==> src/core/gpio_de_map.svh <==
// Offsets, reset values and widths for the double-edge GPIO logic
// Notes on behaviour
// - Input bit 0 normal; double-edge: rise bit0, fall bit1
// - Output bit 0 normal; double-edge bits muxed per half
// - Output enable optionally registered before pad driver
// - Output and enable registers use launch clock
// - Input registers use capture clock only
// - Unregistered bypass input when no input register
// - Double-edge: both edges, two-bit input word
// - Resync mode moves both bits to rising edge
// - Resync holds falling-edge bit extra half period
// - Differential-pair pins never run double-edge
// - Differential-pair pins never get pull-down
// - Input register edge selectable rising or falling
// - Output register value optionally inverted
// - Bidirectional mode enables all paths independently
`ifndef GPIO_DE_MAP_SVH
`define GPIO_DE_MAP_SVH

// ==========================================================
// Register map
`define ADDR_WIDTH   8
`define DATA_WIDTH   32
`define CFG_OFFSET   8'h00
`define STAT_OFFSET  8'h04
`define CFG_WIDTH    12
`define CFG_RESET    12'h000
`define DATA_ZERO    32'h0000_0000

// ==========================================================
// Synchroniser depth for pad and clock-tree inputs
`define SYNC_STAGES  3

`endif

==> src/core/gpio_de_pkg.sv <==
// Types shared by the double-edge GPIO logic
package gpio_de_pkg;

  typedef enum logic [1:0] {
    MODE_INPUT  = 2'b00,
    MODE_OUTPUT = 2'b01,
    MODE_BIDIR  = 2'b10
  } mode_t;

  // Bit 0 is in_reg; layout follows declaration order from the top
  typedef struct packed {
    mode_t mode;
    logic  pull_down_req;
    logic  diff_pair;
    logic  resync;
    logic  double_edge;
    logic  out_invert;
    logic  oe_reg;
    logic  out_edge_neg;
    logic  out_reg;
    logic  in_edge_neg;
    logic  in_reg;
  } cfg_t;

  typedef struct packed {
    logic level;
    logic rise;
    logic fall;
  } edge_t;

endpackage : gpio_de_pkg

==> src/core/edge_sync.sv <==
// Three-stage synchroniser with agreed level and edge pulses
`include "gpio_de_map.svh"

module edge_sync
  import gpio_de_pkg::*;
(
  input  wire logic  clk_i,
  input  wire logic  rstn_i,
  input  wire logic  async_i,
  output edge_t      edge_o
);

  logic [`SYNC_STAGES-1:0] stage_q;
  logic [`SYNC_STAGES-1:0] stage_d;
  edge_t                   edge_q;
  edge_t                   edge_d;
  logic                    agree;

  // ==========================================================
  // Next state
  always_comb
  begin
    stage_d = {stage_q[`SYNC_STAGES-2:0], async_i};
    // Only the last two stages are compared; the first may be metastable
    agree   = (stage_q[1] == stage_q[2]);
    edge_d  = edge_q;
    edge_d.rise = agree && stage_q[2] && !edge_q.level;
    edge_d.fall = agree && !stage_q[2] && edge_q.level;
    if (agree)
    begin
      edge_d.level = stage_q[2];
    end
  end

  // ==========================================================
  // Registers
  always_ff @(posedge clk_i)
  begin
    if (!rstn_i)
    begin
      stage_q <= '0;
      edge_q  <= '0;
    end
    else
    begin
      stage_q <= stage_d;
      edge_q  <= edge_d;
    end
  end

  assign edge_o = edge_q;

endmodule : edge_sync

==> src/core/gpio_double_edge_io_logic.sv <==
// Per-pin GPIO logic with double-edge capture and launch
`include "gpio_de_map.svh"

module gpio_double_edge_io_logic
  import gpio_de_pkg::*;
(
  input  wire logic                    clk_i,
  input  wire logic                    rstn_i,
  input  wire logic [`ADDR_WIDTH-1:0]  addr_i,
  input  wire logic [`DATA_WIDTH-1:0]  wdata_i,
  input  wire logic                    we_i,
  input  wire logic                    re_i,
  output logic      [`DATA_WIDTH-1:0]  rdata_o,
  input  wire logic                    capture_clock_i,
  input  wire logic                    launch_clock_i,
  input  wire logic [1:0]              core_out_i,
  input  wire logic                    core_oe_i,
  output logic      [1:0]              core_in_o,
  output logic                         bypass_input_o,
  input  wire logic                    pad_i,
  output logic                         pad_o,
  output logic                         pad_oe_o,
  output logic                         pull_down_o
);

  // ==========================================================
  // Synchronised pad and clock-tree edges
  edge_t pad_e;
  edge_t cap_e;
  edge_t lau_e;

  edge_sync u_pad_sync (
    .clk_i   (clk_i),
    .rstn_i  (rstn_i),
    .async_i (pad_i),
    .edge_o  (pad_e)
  );

  edge_sync u_cap_sync (
    .clk_i   (clk_i),
    .rstn_i  (rstn_i),
    .async_i (capture_clock_i),
    .edge_o  (cap_e)
  );

  edge_sync u_lau_sync (
    .clk_i   (clk_i),
    .rstn_i  (rstn_i),
    .async_i (launch_clock_i),
    .edge_o  (lau_e)
  );

  // ==========================================================
  // State
  cfg_t                   cfg_q;
  cfg_t                   cfg_d;
  logic [`DATA_WIDTH-1:0] rdata_q;
  logic [`DATA_WIDTH-1:0] rdata_d;
  logic [1:0]             core_in_q;
  logic [1:0]             core_in_d;
  logic                   lo_raw_q;
  logic                   lo_raw_d;
  logic                   bypass_q;
  logic                   bypass_d;
  logic                   out_q;
  logic                   out_d;
  logic                   hold_q;
  logic                   hold_d;
  logic                   oe_q;
  logic                   oe_d;
  logic                   pad_q;
  logic                   pad_d;
  logic                   pad_oe_q;
  logic                   pad_oe_d;
  logic                   pull_down_q;
  logic                   pull_down_d;

  logic                   de_eff;
  logic                   in_act;
  logic                   out_act;
  logic                   in_edge;
  logic                   lau_edge;
  logic                   inv;

  // ==========================================================
  // Next state
  always_comb
  begin
    de_eff   = cfg_q.double_edge && !cfg_q.diff_pair;
    in_act   = (cfg_q.mode != MODE_OUTPUT);
    out_act  = (cfg_q.mode != MODE_INPUT);
    in_edge  = cfg_q.in_edge_neg ? cap_e.fall : cap_e.rise;
    lau_edge = cfg_q.out_edge_neg ? lau_e.fall : lau_e.rise;
    inv      = cfg_q.out_invert;

    // Register port
    cfg_d   = cfg_q;
    rdata_d = `DATA_ZERO;
    if (we_i && (addr_i == `CFG_OFFSET))
    begin
      cfg_d = cfg_t'(wdata_i[`CFG_WIDTH-1:0]);
    end
    if (re_i)
    begin
      if (addr_i == `CFG_OFFSET)
      begin
        rdata_d[`CFG_WIDTH-1:0] = cfg_q;
      end
      else if (addr_i == `STAT_OFFSET)
      begin
        rdata_d[5:0] = {pad_e.level, core_in_q, oe_q, pad_oe_q, pad_q};
      end
      else
      begin
        rdata_d = `DATA_ZERO;
      end
    end

    // Input path
    core_in_d = core_in_q;
    lo_raw_d  = lo_raw_q;
    if (!in_act)
    begin
      core_in_d = 2'h0;
    end
    else if (!cfg_q.in_reg)
    begin
      core_in_d = {1'b0, pad_e.level};
    end
    else if (!de_eff)
    begin
      if (in_edge)
      begin
        core_in_d = {1'b0, pad_e.level};
      end
    end
    else if (cfg_q.resync)
    begin
      // Falling-edge bit waits for the next rising edge
      if (cap_e.fall)
      begin
        lo_raw_d = pad_e.level;
      end
      if (cap_e.rise)
      begin
        core_in_d = {lo_raw_q, pad_e.level};
      end
    end
    else
    begin
      if (cap_e.rise)
      begin
        core_in_d[0] = pad_e.level;
      end
      if (cap_e.fall)
      begin
        core_in_d[1] = pad_e.level;
      end
    end
    bypass_d = (in_act && !cfg_q.in_reg) ? pad_e.level : 1'b0;

    // Output path
    out_d  = out_q;
    hold_d = hold_q;
    if (!cfg_q.out_reg)
    begin
      out_d = core_out_i[0];
    end
    else if (!de_eff)
    begin
      if (lau_edge)
      begin
        out_d = core_out_i[0] ^ inv;
      end
    end
    else
    begin
      if (lau_e.rise)
      begin
        out_d  = core_out_i[0] ^ inv;
        hold_d = core_out_i[1] ^ inv;
      end
      if (lau_e.fall)
      begin
        out_d = cfg_q.resync ? hold_q : (core_out_i[1] ^ inv);
      end
    end

    // Enable path
    oe_d = oe_q;
    if (!cfg_q.oe_reg)
    begin
      oe_d = core_oe_i;
    end
    else if (lau_edge)
    begin
      oe_d = core_oe_i;
    end

    // Pad drive; value always follows out_q, enable needs a non-input mode
    pad_d       = out_q;
    pad_oe_d    = out_act && oe_q;
    pull_down_d = cfg_q.pull_down_req && !cfg_q.diff_pair;
  end

  // ==========================================================
  // Registers
  always_ff @(posedge clk_i)
  begin
    if (!rstn_i)
    begin
      cfg_q       <= cfg_t'(`CFG_RESET);
      rdata_q     <= `DATA_ZERO;
      core_in_q   <= 2'h0;
      lo_raw_q    <= 1'b0;
      bypass_q    <= 1'b0;
      out_q       <= 1'b0;
      hold_q      <= 1'b0;
      oe_q        <= 1'b0;
      pad_q       <= 1'b0;
      pad_oe_q    <= 1'b0;
      pull_down_q <= 1'b0;
    end
    else
    begin
      cfg_q       <= cfg_d;
      rdata_q     <= rdata_d;
      core_in_q   <= core_in_d;
      lo_raw_q    <= lo_raw_d;
      bypass_q    <= bypass_d;
      out_q       <= out_d;
      hold_q      <= hold_d;
      oe_q        <= oe_d;
      pad_q       <= pad_d;
      pad_oe_q    <= pad_oe_d;
      pull_down_q <= pull_down_d;
    end
  end

  assign rdata_o        = rdata_q;
  assign core_in_o      = core_in_q;
  assign bypass_input_o = bypass_q;
  assign pad_o          = pad_q;
  assign pad_oe_o       = pad_oe_q;
  assign pull_down_o    = pull_down_q;
endmodule : gpio_double_edge_io_logic

==> config.mk <==
export PLATFORM = sky130hd
export DESIGN_NAME = gpio_double_edge_io_logic
export DESIGN_NICKNAME = d
export VERILOG_FILES = /design/src/core/gpio_de_pkg.sv /design/src/core/edge_sync.sv /design/src/core/gpio_double_edge_io_logic.sv
export VERILOG_INCLUDE_DIRS = /design/src /design/src/core
export SDC_FILE = /design/constraint.sdc
export NUM_CORES = 1
export LEC_CHECK = 0
export ABC_AREA = 1
export BUFFER_PORTS_ARGS = -buffer_cell sky130_fd_sc_hd__buf_2
export CAP_MARGIN = 0
export CORE_MARGIN = 3
export CORE_UTILIZATION = 30
export DETAILED_ROUTE_END_ITERATION = 8
export HOLD_SLACK_MARGIN = 0.03
export PLACE_DENSITY = 0.65
export SLEW_MARGIN = 0
export SYNTH_ARGS = -nofsm -noshare
export SYNTH_HDL_FRONTEND = slang
export SYNTH_SLANG_ARGS = --single-unit
export TNS_END_PERCENT = 50
==> constraint.sdc <==
create_clock -name clk_i -period 1.7 [get_ports clk_i]
set_input_delay 0.17 -clock clk_i [delete_from_list [all_inputs] [get_ports clk_i]]
set_output_delay 0.17 -clock clk_i [all_outputs]
set_load 0.02 [all_outputs]
; ---- Word level (Yosys, flattened, before mapping)
; Index checks and enable logic that the tools add are counted.
[word_totals]
input_bits = 50
word_cells = 99
out_inout_bits = 38
regBits = 70
[op_classes]
bitwise = 2
n_eq_ne = 12
n_reduce_logical = 32
mux = 19
[op_table]
columns = op, n
row1 = logical AND 1 bit, 13
row2 = 2-to-1 mux 1 bit, 13
row3 = 2-to-1 mux 12 bit, 1
row4 = AND reduction 3 bit, 4
row5 = AND reduction 2 bit, 5
row6 = != test 3 x 2 -> 1 bit (second input constant), 3
row7 = equality test 8 x 3 -> 1 bit (second input constant), 1
row8 = zero test 8 bit, 1
row9 = 2-to-1 mux 2 bit, 4
row10 = zero test 1 bit, 6
row11 = 2-to-1 mux 6 bit, 1
row12 = != test 3 x 1 -> 1 bit (second input constant), 2
row13 = AND reduction 5 bit, 1
row14 = != test 2 x 1 -> 1 bit (second input constant), 2
row15 = != test 4 x 2 -> 1 bit (second input constant), 1
row16 = nonzero test 2 bit, 2
row17 = equality test 1 bit, 3
row18 = XOR 1 bit, 2

; ---- Longest topological paths before layout
[logic_depth]
word_depth = 5
mapped_depth = 8
ltp_nobuf = 8

; ---- By module
; Synthesis repeated with hierarchy kept, for this count alone.
[hier_totals]
hier_cells = 290
hier_area_um2 = 2215.9
[modules_own_cells]
columns = module, area_each_um2, instances, seq_area_each_um2, cells_each
row1 = gpio_double_edge_io_logic, 1592.8, 1, 680.7, 218
row2 = edge_sync, 207.7, 3, 120.1, 24

; ---- Least setup slack after synthesis
; No wires, ideal clock.
[synth_timing]
path_type = register -> register
from = register cfg_q[6] (netlist bit)
to = register lo_raw_q
n_path_buf = 0
slack_ns = 0.660
required_ns = 1.587
path_stages_with_launch = 8
period_less_slack_ns = 1.040
setup_ns = 0.113
arrival_time_ns = 0.927
cell_sequence = dfxtp_1 inv_1 nor2_2 nand2_1 nor3_2 nand2_1 nand2_1 nor2_1
[synth_between]
elab_chain_cells = 2
[synth_lines]
columns = item, line_no
row1 = "start, declared", gpio_double_edge_io_logic.sv:55  ; cfg_t cfg_q;
row2 = "start signal, assigned", gpio_double_edge_io_logic.sv:212  ; cfg_q <= cfg_t'(`CFG_RESET);
row3 = "start signal, assigned", gpio_double_edge_io_logic.sv:226  ; cfg_q <= cfg_d;
row4 = logical AND 1 bit, gpio_double_edge_io_logic.sv:89  ; de_eff = cfg_q.double_edge && !cfg_q.diff_pair;
row5 = AND reduction 5 bit (no source line), -
row6 = "end signal, assigned", gpio_double_edge_io_logic.sv:229  ; lo_raw_q <= lo_raw_d;
row7 = "end, declared", gpio_double_edge_io_logic.sv:61  ; logic lo_raw_q;
; No other way between the ends.
; A chain may end at the register's enable or synchronous reset.

; ---- Final worst setup path
; Ends and elaborated chain as after synthesis.

==> metrics <==
Worst slew margin=around 66%; commonest cells after routing, fill and taps aside=nand2_1 (62), dfxtp_1 (50), buf_2 (47); H-tree depth=2; nature of the critical path endpoint=flip-flop; final hold violation count=0; Initial Util=between 30% and 40%; Final setup viols=0; CTS Buffer Depth=2; Max Clock Skew=around 0.0085 ns; status=complete, no violations; final worst slack=0.496 ns; crit path kind=flip-flop to flip-flop; Met2 Wirelength=roughly 2000 um; r2r setup slk=0.50 ns; CORE AREA=about 6900 um2; area growth from synthesis to layout=16.5%; Post-DP HPWL=about 3500 um; unrepaired setup endpoints after global routing=no; PwrDens=~840 nW/um2; Least-Margin Pin Slew=about 0.50 ns; area of the multi-input gates=around 920 um2; clock root buffer master=clkbuf_8; reg2reg start=cfg_q[6]; post-synthesis sequential area ratio=a little under half; Final Max Tran Viols=0; hold wc startpoint=pad_i; CTS tree=built; FILL cells=about 760; Worst Hold Class=input pin to flip-flop; Die Width=91.6 um; Avg WL per Cell=between 10 and 15 um; DR WL met3=between 300 and 400 um; Lkg Pwr=1.20 nW; Syn Std Cell Area=2200 um2; antenna violations before repair=0; first-pass GRT wire length=around 7300 um; r2r worst-path depth=7; Cells after Synth=282; Worst Path Max Fanout=7; final WL=approximately 4400 um; Synth Warn #=0; Setup TNS=0 ns; clock buffer count from CTS=5; max cap viols=0; Setup crit start kind=flip-flop; period utilisation layout=between 70% and 80%; Final Util=a little under two fifths; worst skew pair latency=0.29 ns; Net count, final=roughly 390; layout cells sized above 1=approximately a quarter; RD Place Congestion=approximately 0.8; largest net degree at the start of global routing=16; sequential cell area=about 1000 um2; Fmax achieved=831 MHz; commonest non-fill, non-tap cell in the layout=nand2_1; worst vdd ir=about 0.47 mV; crit path DAT=between 1 and 1.5 ns; Die H=91.6 um; Reg clk slew, reported paths=~0.090 ns; Total Routing Usage GR=a little over a tenth; number of cell rows=30; Synth cell types=26; GRT overflow=0; antenna-violating nets left=0; die area=roughly 8400 um2; Synth Register Bits=50; hold depth=3; DR vias=1766; Antenna Cells=0; pre-CTS setup slack=0.445 ns; uppermost layer routed=met4; Worst EP required=between 1.5 and 2 ns; Initial DRT Pass Iterations=4; post_cts resized=0; FF-to-FF End=lo_raw_q; number of global-route vias before repair=about 1600; total I/O pin count=88; clk sinks=50; hold endpoint=u_pad_sync.stage_q[0]; M1 wire length=1940 um; DR DRC count=0; Period minus WS final=between 1 and 1.5 ns; Port Buf Inserts=47; hold buffer count at cts=0; vias per cell=a little over 4; mean post-synth cell area=7.79 um2; violation count after the first detailed-route iteration=51; Post-CTS Setup Bufs=0
[cell usage after synthesis (all sizes together)]
cell type / count / area, um2
a21oi: 19 / 121
inv: 38 / 143
o22ai: 2 / 12.5
buf: 26 / 199
ha: 4 / 50.1
conb: 1 / 3.75
o21ai: 5 / 25.0
nor3: 3 / 20.0
maj3: 1 / 10.0
dfxtp: 50 / 1000
a211oi: 1 / 7.51
clkbuf: 1 / 3.75
nand2: 66 / 258
nand3: 30 / 185
nor2: 35 / 158
[cell families (layout without fill, tap and decap cells)]
group                    count (synthesis)  count (layout)  synth area share (%)
adder cells (fa/ha/maj)                  5               5                  2.73
AO/OA/AOI/OAI                           27              27                  7.57
other                                    1              20                 0.171
flip-flops                              50              50                  45.6
AND/OR/NAND/NOR                        134             134                  28.2
buffers and inverters                   65              97                  15.7
[metrics by stage]
| step | power, mW | cell area, um2 | hold slack, ns | cells |
|---|---|---|---|---|
| 6_report | 2.14 | 2560 | 0.0472 | 429 |
| 5_1_grt | 2.25 | 2560 | 0.0445 | 429 |
| 4_1_cts | 2.16 | 2560 | 0.0397 | 429 |
| 3_5_place_dp | 1.37 | 2450 | 0.355 | 421 |
| 3_3_place_gp | 1.36 | 2450 | 0.357 | 421 |
| 2_1_floorplan | 1.35 | 2270 | 0.268 | 301 |
[where the power goes]
part | internal, mW | switching [mW] | leakage [nW] | total [mW]
Sequential | 1.18 | 0.00689 | 0.405 | 1.19
Clock | 0.433 | 0.369 | 0.0579 | 0.803
Combinational | 0.0451 | 0.102 | 0.734 | 0.147
Total | 1.66 | 0.478 | 1.20 | 2.14
[how the worst max path moves through the flow]
stage / from / to / slack, ns / cells past startpoint
6_report: cfg_q[6] / lo_raw_q / 0.50 / 7
4_1_cts: cfg_q[6] / lo_raw_q / 0.48 / 7
3_5_place_dp: addr_i[5] / cfg_q[0] / 0.45 / 7
3_3_place_gp: addr_i[7] / cfg_q[7] / 0.47 / 7
2_1_floorplan: cfg_q[6] / lo_raw_q / 0.66 / 7
5_1_grt: cfg_q[6] / hold_q / 0.35 / 5
[cell type report]
type                            count  area share, %
Clock buffer                        5           2.69
Clock inverter                      3           1.56
Inverter                           38           5.57
Multi-Input combinational cell    186           36.0
Sequential cell                    50           39.1
Tap cell                           96           4.69
Timing Repair Buffer               51           10.4
[state kept, by name, summed over array words and instances, names as in the netlist]
register	count
u_cap_sync.edge_o	3
inv	1
cfg_q	11
lo_raw_q	1
u_lau_sync.stage_q	3
bypass_input_o	1
pad_oe_o	1
u_lau_sync.edge_o	3
hold_q	1
pull_down_o	1
u_pad_sync.stage_q	3
pad_o	1
u_pad_sync.edge_o	1
rdata_o	12
core_in_o	2
oe_q	1
u_cap_sync.stage_q	3
out_q	1
[routing by layer]
layer	global-route usage (%)	vias up
met3	3.48	4
met1	12.9	776
met5	0	-
met2	18.2	57
li1	-	929
met4	2.64	0
[worst max-delay path, cell delays in order, from the launching register on]
cell	delay [ns]
dfxtp_1	0.38
inv_1	0.08
nor2_2	0.24
nand2_1	0.11
nor3_2	0.16
nand2_1	0.07
nand2_1	0.06
nor2_1	0.03
Power figures use the tool's default switching activity.
